## config.mk

```make
export PLATFORM = sky130hd
export DESIGN_NAME = cspc_cell
export DESIGN_NICKNAME = d
export VERILOG_FILES = /design/src/inc/cspc_pkg.sv /design/src/logic/cspc_cell.sv
export SDC_FILE = /design/constraint.sdc
export NUM_CORES = 1
export LEC_CHECK = 0
export BUFFER_PORTS_ARGS = -buffer_cell sky130_fd_sc_hd__buf_2
export CAP_MARGIN = 15
export CORE_UTILIZATION = 40
export CTS_BUF_LIST = sky130_fd_sc_hd__clkbuf_4 sky130_fd_sc_hd__clkbuf_8
export DETAILED_ROUTE_END_ITERATION = 10
export PLACE_DENSITY = 0.81
export SLEW_MARGIN = 20
export SYNTH_ARGS = -nofsm -noshare
export SYNTH_HDL_FRONTEND = slang
export SYNTH_SLANG_ARGS = --single-unit
```

## constraint.sdc

```tcl
create_clock -name i_core_clk -period 5.6 [get_ports i_core_clk]
set_clock_uncertainty 0.2 [all_clocks]
set_input_delay 0.28 -clock i_core_clk [delete_from_list [all_inputs] [get_ports i_core_clk]]
set_output_delay 0.28 -clock i_core_clk [all_outputs]
set_load 0.01 [all_outputs]
```

## src/inc/cspc_pkg.sv

```systemverilog
// constants and types for the storage and pin cell block
// Operation
// pin reaches core direct or registered
// pin register on shared edge rising clock
// configuration load and array reset clear storage
// output buffer: always, never, or logic enabled
// storage element is latch or flip-flop
// data from first output, clock selectable
// clock source and polarity set per cell
// reset term in data gives synchronous reset
// feedback with enable gives clock enable
// parallel load mux, optionally enable dependent
// simultaneous set/reset: hold, set, reset dominant
// input and output polarity freely invertible
// common clock, derived clocks still allowed
// async set and reset, reset dominant
// latch follows data while enable active
`default_nettype none
package cspc_pkg;
  // clock or load-enable source of the logic unit
  typedef enum logic [1:0]
  {
    CSPC_SRC_K,
    CSPC_SRC_C,
    CSPC_SRC_G,
    CSPC_SRC_CORE
  } cspc_src_e;
  // pin output buffer configuration
  typedef enum logic [1:0]
  {
    CSPC_BUF_OFF,
    CSPC_BUF_ON,
    CSPC_BUF_LOGIC
  } cspc_buf_e;
  // behaviour when set and reset coincide
  typedef enum logic [1:0]
  {
    CSPC_SR_HOLD,
    CSPC_SR_SET,
    CSPC_SR_RST
  } cspc_sr_e;
  // value that every storage element is cleared to
  localparam logic CSPC_CLEAR_VAL = 1'h0;
  // value a set drives into storage
  localparam logic CSPC_SET_VAL = 1'h1;
endpackage
`default_nettype wire

```

## src/logic/cspc_cell.sv

```systemverilog
// storage element of one configurable logic unit plus one pin cell
`default_nettype none
module cspc_cell
(
  // clock, reset, freeze
  input wire logic i_core_clk,
  input wire logic i_rst,
  input wire logic i_ce,
  // array-wide clears
  input wire logic i_cfg_load,
  input wire logic i_array_rst_n,
  // logic unit data and clock sources
  input wire logic i_lut_f,
  input wire logic i_lut_g,
  input wire logic i_pin_k,
  input wire logic i_pin_c,
  // logic unit configuration
  input wire logic i_mode_latch,
  input wire cspc_pkg::cspc_src_e i_clk_src,
  input wire logic i_clk_inv,
  input wire logic i_f_inv,
  input wire logic i_q_inv,
  // synchronous controls folded into the data function
  input wire logic i_ce_use,
  input wire logic i_ce_in,
  input wire logic i_srst_use,
  input wire logic i_srst_in,
  input wire logic i_sset_in,
  input wire logic i_sr_dep_ce,
  input wire cspc_pkg::cspc_sr_e i_sr_mode,
  input wire logic i_pload_in,
  input wire logic i_pload_data,
  input wire logic i_pload_dep_ce,
  // asynchronous set and reset of the storage element
  input wire logic i_aset,
  input wire logic i_arst,
  // logic unit output
  output logic o_q,
  // pin interface cell
  input wire logic i_pin_in,
  input wire logic i_in_reg_sel,
  input wire logic i_edge_clk,
  input wire cspc_pkg::cspc_buf_e i_buf_mode,
  input wire logic i_out_data,
  input wire logic i_out_en,
  output logic o_core_in,
  output logic o_pin_out,
  output logic o_pin_oe
);

  // whole block state in one record
  typedef struct packed
  {
    logic q;         // storage element
    logic en_prev;   // last level of the chosen clock
    logic edge_prev; // last level of the die edge clock
    logic pin_reg;   // pin input register
    logic core_in;   // pin value toward core
    logic pin_out;   // pin output data
    logic pin_oe;    // pin output enable
    logic q_out;     // polarity-adjusted output
    logic armed;     // edge history holds a real level
  } cspc_state_s;

  cspc_state_s st;
  cspc_state_s next_st;
  logic clr;      // any array-wide clear
  logic src_lvl;  // selected clock source, raw
  logic en_lvl;   // clock/load enable at active sense
  logic clk_edge; // rising edge of the chosen clock
  logic load;     // storage takes d this cycle
  logic ce_act;   // clock enable satisfied
  logic f_val;    // data function after polarity
  logic s_term;   // synchronous set request
  logic r_term;   // synchronous reset request
  logic d_val;    // final data into storage
  logic pin_edge; // rising edge of the die edge clock

  // next-state logic for both cells
  always_comb
  begin
    next_st = st;
    clr = i_cfg_load | ~i_array_rst_n;
    // per-cell clock choice and sense
    case (i_clk_src)
      cspc_pkg::CSPC_SRC_K: src_lvl = i_pin_k;
      cspc_pkg::CSPC_SRC_C: src_lvl = i_pin_c;
      cspc_pkg::CSPC_SRC_G: src_lvl = i_lut_g;
      default: src_lvl = 1'h1;
    endcase
    en_lvl = src_lvl ^ i_clk_inv;
    // common clock fires every cycle, no skew hazard
    clk_edge = (i_clk_src == cspc_pkg::CSPC_SRC_CORE) ?
      1'h1 : (en_lvl & ~st.en_prev & st.armed);
    load = i_mode_latch ? en_lvl : clk_edge;
    f_val = i_lut_f ^ i_f_inv;
    ce_act = ~i_ce_use | i_ce_in;
    // feedback holds q while enable is inactive
    d_val = ce_act ? f_val : st.q;
    // parallel load path in front of data
    if (i_pload_in && (ce_act || !i_pload_dep_ce))
    begin
      d_val = i_pload_data;
    end
    s_term = i_sset_in & (ce_act | ~i_sr_dep_ce);
    r_term = i_srst_use & i_srst_in & (ce_act | ~i_sr_dep_ce);
    // set/reset terms outrank the other data terms
    if (s_term && r_term)
    begin
      case (i_sr_mode)
        cspc_pkg::CSPC_SR_SET: d_val = cspc_pkg::CSPC_SET_VAL;
        cspc_pkg::CSPC_SR_RST: d_val = cspc_pkg::CSPC_CLEAR_VAL;
        default: d_val = st.q;
      endcase
    end
    else if (r_term)
    begin
      d_val = cspc_pkg::CSPC_CLEAR_VAL;
    end
    else if (s_term)
    begin
      d_val = cspc_pkg::CSPC_SET_VAL;
    end
    if (load)
    begin
      next_st.q = d_val;
    end
    // async controls act in the same cycle, reset first
    if (i_arst)
    begin
      next_st.q = cspc_pkg::CSPC_CLEAR_VAL;
    end
    else if (i_aset)
    begin
      next_st.q = cspc_pkg::CSPC_SET_VAL;
    end
    next_st.en_prev = en_lvl;
    // pin input register on the shared edge clock
    pin_edge = i_edge_clk & ~st.edge_prev & st.armed;
    next_st.edge_prev = i_edge_clk;
    if (pin_edge)
    begin
      next_st.pin_reg = i_pin_in;
    end
    next_st.core_in = i_in_reg_sel ? next_st.pin_reg : i_pin_in;
    // buffer mode decides who drives the pin
    next_st.pin_out = i_out_data;
    case (i_buf_mode)
      cspc_pkg::CSPC_BUF_ON: next_st.pin_oe = 1'h1;
      cspc_pkg::CSPC_BUF_LOGIC: next_st.pin_oe = i_out_en;
      default: next_st.pin_oe = 1'h0;
    endcase
    // array clear wins over everything else
    if (clr)
    begin
      next_st = '0;
      next_st.en_prev = en_lvl;
      next_st.edge_prev = i_edge_clk;
    end
    // reset leaves no history, so a high level must not read as a rise
    next_st.armed = 1'h1;
    next_st.q_out = next_st.q ^ i_q_inv;
  end

  // state register, frozen while i_ce is low
  always_ff @(posedge i_core_clk or posedge i_rst)
  begin
    if (i_rst)
    begin
      st <= '0;
    end
    else if (i_ce)
    begin
      st <= next_st;
    end
  end

  // outputs come straight from state
  assign o_q = st.q_out;
  assign o_core_in = st.core_in;
  assign o_pin_out = st.pin_out;
  assign o_pin_oe = st.pin_oe;

  // direct input path follows the pin
  property p_direct;
    @(posedge i_core_clk) disable iff (i_rst)
    i_ce && !clr && !i_in_reg_sel |=> o_core_in == $past(i_pin_in);
  endproperty
  a_direct: assert property (p_direct)
    else $error("direct pin input not passed to core");

  // registered input only changes on an edge clock rise
  property p_pin_reg;
    @(posedge i_core_clk) disable iff (i_rst)
    i_ce && !clr && i_in_reg_sel && !pin_edge ##1
      i_ce && !clr && i_in_reg_sel && !pin_edge |=> $stable(o_core_in);
  endproperty
  a_pin_reg: assert property (p_pin_reg)
    else $error("registered input changed without edge clock");

  // a clear empties all storage
  property p_clear;
    @(posedge i_core_clk) disable iff (i_rst)
    i_ce && clr |=> st.q == cspc_pkg::CSPC_CLEAR_VAL && !o_core_in
      && o_q == $past(i_q_inv);
  endproperty
  a_clear: assert property (p_clear)
    else $error("array clear did not clear storage");

  // output enable matches buffer mode
  property p_buf;
    @(posedge i_core_clk) disable iff (i_rst)
    i_ce && !clr |=> o_pin_oe ==
      ($past(i_buf_mode) == cspc_pkg::CSPC_BUF_ON ||
      ($past(i_buf_mode) == cspc_pkg::CSPC_BUF_LOGIC && $past(i_out_en)));
  endproperty
  a_buf: assert property (p_buf)
    else $error("pin output enable disagrees with mode");

  // latch is transparent while enable is active
  property p_latch_open;
    @(posedge i_core_clk) disable iff (i_rst)
    i_ce && !clr && i_mode_latch && en_lvl && !i_arst && !i_aset
      |=> st.q == $past(d_val) && o_q == (st.q ^ $past(i_q_inv));
  endproperty
  a_latch_open: assert property (p_latch_open)
    else $error("latch not transparent while enabled");

  // no load, no change, in either storage mode
  property p_hold;
    @(posedge i_core_clk) disable iff (i_rst)
    i_ce && !clr && !load && !i_arst && !i_aset |=> $stable(st.q);
  endproperty
  a_hold: assert property (p_hold)
    else $error("storage changed without load");

  // flip-flop loads only on a rise of the chosen clock
  property p_edge;
    @(posedge i_core_clk) disable iff (i_rst)
    i_ce && $past(i_ce) && !clr && !i_mode_latch
      && i_clk_src != cspc_pkg::CSPC_SRC_CORE && load |-> $rose(en_lvl);
  endproperty
  a_edge: assert property (p_edge)
    else $error("flip-flop loaded off the active edge");

  // async reset dominates async set
  property p_async;
    @(posedge i_core_clk) disable iff (i_rst)
    i_ce && !clr && i_arst |=> st.q == cspc_pkg::CSPC_CLEAR_VAL;
  endproperty
  a_async: assert property (p_async)
    else $error("async reset did not clear storage");

  // synchronous reset term clears on load
  property p_srst;
    @(posedge i_core_clk) disable iff (i_rst)
    i_ce && !clr && load && r_term && !s_term && !i_aset
      |=> st.q == cspc_pkg::CSPC_CLEAR_VAL;
  endproperty
  a_srst: assert property (p_srst)
    else $error("synchronous reset did not clear storage");

  // inactive enable holds value
  property p_ce_hold;
    @(posedge i_core_clk) disable iff (i_rst)
    i_ce && !clr && !ce_act && !i_pload_in && !s_term && !r_term
      && !i_arst && !i_aset |=> $stable(st.q);
  endproperty
  a_ce_hold: assert property (p_ce_hold)
    else $error("storage changed with clock enable inactive");

  // coincident set and reset follow the configured choice
  property p_sr_both;
    @(posedge i_core_clk) disable iff (i_rst)
    i_ce && !clr && load && s_term && r_term && !i_arst && !i_aset
      |=> st.q == (($past(i_sr_mode) == cspc_pkg::CSPC_SR_SET) ? 1'h1 :
      ($past(i_sr_mode) == cspc_pkg::CSPC_SR_RST) ? 1'h0 : $past(st.q));
  endproperty
  a_sr_both: assert property (p_sr_both)
    else $error("simultaneous set/reset handled wrongly");

  // parallel load reaches storage
  property p_pload;
    @(posedge i_core_clk) disable iff (i_rst)
    i_ce && !clr && load && i_pload_in && !i_pload_dep_ce && !s_term
      && !r_term && !i_arst && !i_aset |=> st.q == $past(i_pload_data);
  endproperty
  a_pload: assert property (p_pload)
    else $error("parallel load value not stored");

endmodule
`default_nettype wire

```

# After elaboration in Yosys (flattened, before gate mapping)

Cells that the tools add are included.

Word-level logic and storage cells: 55
Register bits after elaboration: 9
Output and inout port bits: 4

Reduce and logical (&&, ||, !) cells: 5
Equality and inequality tests: 7
Mux-type cells: 16
Bitwise logic cells: 18

Operators by type and width:

| kind                 | number |
|---|---|
| $mux W1              | 12 |
| $mux W9              | 1 |
| $eq A2 B2 Y1 const B | 4 |
| $and A1 B1 Y1        | 7 |
| $eq A2 B1 Y1 const B | 3 |
| $not A1 Y1           | 5 |
| $pmux W1 S2          | 2 |
| $or A1 B1 Y1         | 3 |
| $pmux W1 S3          | 1 |
| $xor A1 B1 Y1        | 3 |
| $logic_and A1 B1 Y1  | 2 |
| $logic_not A2 Y1     | 1 |
| $logic_not A1 Y1     | 1 |
| $logic_or A1 B1 Y1   | 1 |

# Logic depth before layout (Yosys ltp)

Depth in word-level cells: 13
Mapped depth: 8
Mapped depth without buffers: 8

# Least setup slack after synthesis

OpenSTA, ideal clock, no wires.

Path kind: input to register
Start: input port i_sr_mode[1]
End: register st, in the netlist o_q
Buffers on the path: 0
Slack: 3.535 ns
Arrival: 1.779 ns
Cell stages on the path: 8
Data required time: 5.314 ns
Setup time: 0.086 ns
Path through: inv_1 ha_1 mux2_4 o31ai_2 o31ai_1 and3_4 o311a_1 nor3_1

Cells in the longest elaborated chain, start to end: 8
Elaborated cells on any way between the ends: 9

Ends and longest elaborated chain:

| item                                                | RTL line         | source |
|---|---|---|
| start: declaration                                  | cspc_cell.sv:30  | `input wire cspc_pkg::cspc_sr_e i_sr_mode,` |
| $eq A2 B2 Y1 / $eq A2 B1 Y1 (equally long branches) | cspc_cell.sv:110 | `case (i_sr_mode)` |
| $pmux W1 S2 *                                       | cspc_cell.sv:110 |  |
| $mux W1 *                                           | cspc_cell.sv:108 | `if (s_term && r_term)` |
| $mux W1 *                                           | cspc_cell.sv:124 | `if (load)` |
| $mux W1 *                                           | cspc_cell.sv:133 | `else if (i_aset)` |
| $mux W1 *                                           | cspc_cell.sv:129 | `if (i_arst)` |
| $mux W9 *                                           | cspc_cell.sv:154 | `if (clr)` |
| $xor A1 B1 Y1 *                                     | cspc_cell.sv:162 | `next_st.q_out = next_st.q ^ i_q_inv;` |
| end signal: assignment                              | cspc_cell.sv:174 | `st <= next_st;` |
| end: declaration                                    | cspc_cell.sv:65  | `cspc_state_s st;` |

Every way passes the cells marked *; elsewhere a longest branch is shown, timed or not.
A chain may end at the register's enable or synchronous reset.

# Worst setup path after layout

Start: input port i_sr_mode[0]
End: register st, in the netlist o_q

The elaborated chain is that of the path after synthesis.

==> out/results.ini <==
[clock_network]
holdBufCountCts = 1
numCtsBuffers = 3
cts_tree = built
root_buffer = clkbuf_4
cts_resized = 0
clockBufferDepth = 2
htree_levels = 1
clkTransAtPathRegs_ns = 0.07
cts_setup_buffers = 0
clk_latency_ns = 0.25
clkSinkCount = 9

[global_routing]
grtUsageTotal_pct = 18.3
overflow = 0
grt_max_degree = 13
grt_pass1_vias = 725
grt_pass1_wl_um = 2740
antenna_found_initial = 0

[synth]
synthXorXnorAreaFrac_pct = 5.92
synth_area_per_cell_sq_um = 9.21
synth-main-ff-cell = dfrtp_1
synth.area.mux_share_pct = 10.1
synth_area_leaders = dfrtp_1 (31%), ha_1 (5.2%), inv_1 (4.2%)
yosysMostFrequentCell = dfrtp_1
synth_top_family_by_area = simple AND/OR/NAND/NOR gates
yosys.area_share.simple_pct = 21.4
synth_enable_flop_cells = 0
synthArstFlopShare_pct = 100
ys_ff_latch = 9
synth_cells = 78
ys_types = 35
synth_compound_area_share_pct = 21.3
synth_fp_nets = 116
syn_area_sq_um = 718
yosysWarnings = 0
synth_fa_ha_area_share_pct = 5.23
synth.largest_area_cell = dfrtp_1
seq_area_frac_synth_pct = 31.4
synth_commonest_cells = dfrtp_1 (9), inv_1 (8), nand2_1 (7)
synth_top_area_share_pct = 31.4

[floorplan]
die_w_um = 44.4
core_area_sq_mm = 0.00159
die_y_um = 44.4
pin_count = 39
floorplan.initialDensity_pct = 45.1
rows = 14
dieArea_sq_mm = 0.00197

[worst_setup_path]
r2r-end = o_q
cpPeakStageDelay_ns = 0.32
path_class = primary input to flop
cp.required_ns = 5.57
slowest_stage = o311a_1
r2r_cells = 6
crit_path_max_fanout = 3
cp.arrival_ns = 1.92
crit_path_end_kind = flop
r2r_slack_ns = 3.72
start_kind = primary input
critPathLaunch = i_sr_mode[0]
r2r-start = st[8]
cp_cell_sequence = buf_2 > ha_1 > mux2_4 > o31ai_2 > o31ai_1 > and3_4 > o311a_1 > nor3_1

[pwr]
irDropWorstVdd_mv = 0.154
power_density_mw_per_mm2 = 185
cellLeakagePower_nw = 0.509

[timing]
hold_viol_final = 0
drv_slew = 0
rsz0062_at_grt = no
fmax_mhz = 512
worst_pin_slew_ns = 0.340
timing.final.crit_share_pct = 34.9
slew-limit-headroom_pct = 77.3
setup_viol = 0
fin_ws_ns = 3.65
setup_tns_ns = 0
period_minus_slack_ns = 1.95

[placement]
gp_congestion = 0.770
dpl_cell_area_sq_um = 935
portBuffers = 38
post-place-ws_ns = 3.37
dpl.hpwl_um = 1400
dp_cells = 139

[route]
top_layer = met4
drc_errors = 0
detailroute.wirelength.met2_um = 922
vias_per_cell = 4.97
ant_nets = 0
wl_per_cell_um = 11.6
drt_iter0_drc = 11
routed_wirelength_um = 1670
num_vias = 715
routed-wl-met3_um = 63
wl_met1_um = 676
dr.pass1.iters = 5

[hold_path]
holdPathStages = 3
min-delay-start = i_out_data
hold_end = o_pin_out
hold_class = primary input to flop

[final_layout]
final_layout_size_suffix_gt1_share_pct = 45.0
area_growth_syn_to_layout_pct = 35.7
fin_nets = 159
n_antenna_cell = 0
instances_no_fill = 144
final_area_sq_um = 975
fin_util_pct = 61.1

[status]
status = finished, final reports clean

[flow_run]
maxCapViolCount = 0

-- flip-flops by register name, summed over array words and instances, names as in the netlist --
signal	flops
st	5
o_q	1
o_core_in	1
o_pin_out	1
o_pin_oe	1
-- cells in the final DEF (no fill, tap or decap), types with 3 or more instances in the layout --
master    count
nor3_1        3
buf_2        38
a21oi_1       3
inv_1         8
nand2_1       7
ha_1          3
xor2_1        3
nor2_1        3
dfrtp_1       9
clkbuf_4      4
o21ai_0       5
-- layer usage --
metal | vias up | GRT usage (%)
li1 | 363 | -
met4 | 0 | 5.45
met3 | 2 | 1.22
met5 | - | 0
met1 | 330 | 18.3
met2 | 20 | 38.8
-- cell families (layout without fill, tap and decap cells) --
logic type / after synthesis / after routing
xor+xnor: 4 / 4
simple gates: 27 / 27
flops: 9 / 9
buf+inv: 9 / 51
fa+ha+maj: 3 / 3
compound gates: 20 / 20
mux: 6 / 6
-- stage by stage --
step           power [mW]  hold WS (ns)
5_1_grt             0.190        0.0903
2_1_floorplan       0.104       -0.0921
6_report            0.180        0.0586
3_5_place_dp        0.126        0.0548
3_3_place_gp        0.124        0.0473
4_1_cts             0.183        0.0575
-- how the worst max path moves through the flow --
stage / end / slack [ns] / cells after the start
2_1_floorplan: o_q / 3.53 / 8
4_1_cts: o_q / 3.64 / 8
3_5_place_dp: o_q / 3.37 / 8
3_3_place_gp: o_q / 3.40 / 8
5_1_grt: o_q / 3.52 / 8
6_report: o_q / 3.65 / 8
-- critical path, delay by kind of cell --
kind                       cells  cell delay, ns
muxes                          1            0.30
AOI/OAI and AO/OA              3            0.59
adders and majority gates      1            0.29
and+or+nand+nor                2            0.36
buffers and inverters          1            0.10
-- power breakdown --
part,internal (mW),switching [mW],leakage [nW]
registers,0.0696,0.00273,0.112
logic,0.0278,0.0252,0.379
clock network,0.0323,0.0226,0.0184
-- final cells by class --
cell class                 instances  area (sq um)
clock buffer                       4          30.0
fill                             152           619
inverter                           8          30.0
multi-input combinational         60           459
sequential                         9           225
tap                               24          30.0
timing repair buffer              39           200
No activity file was read; power rests on OpenSTA's default activity.
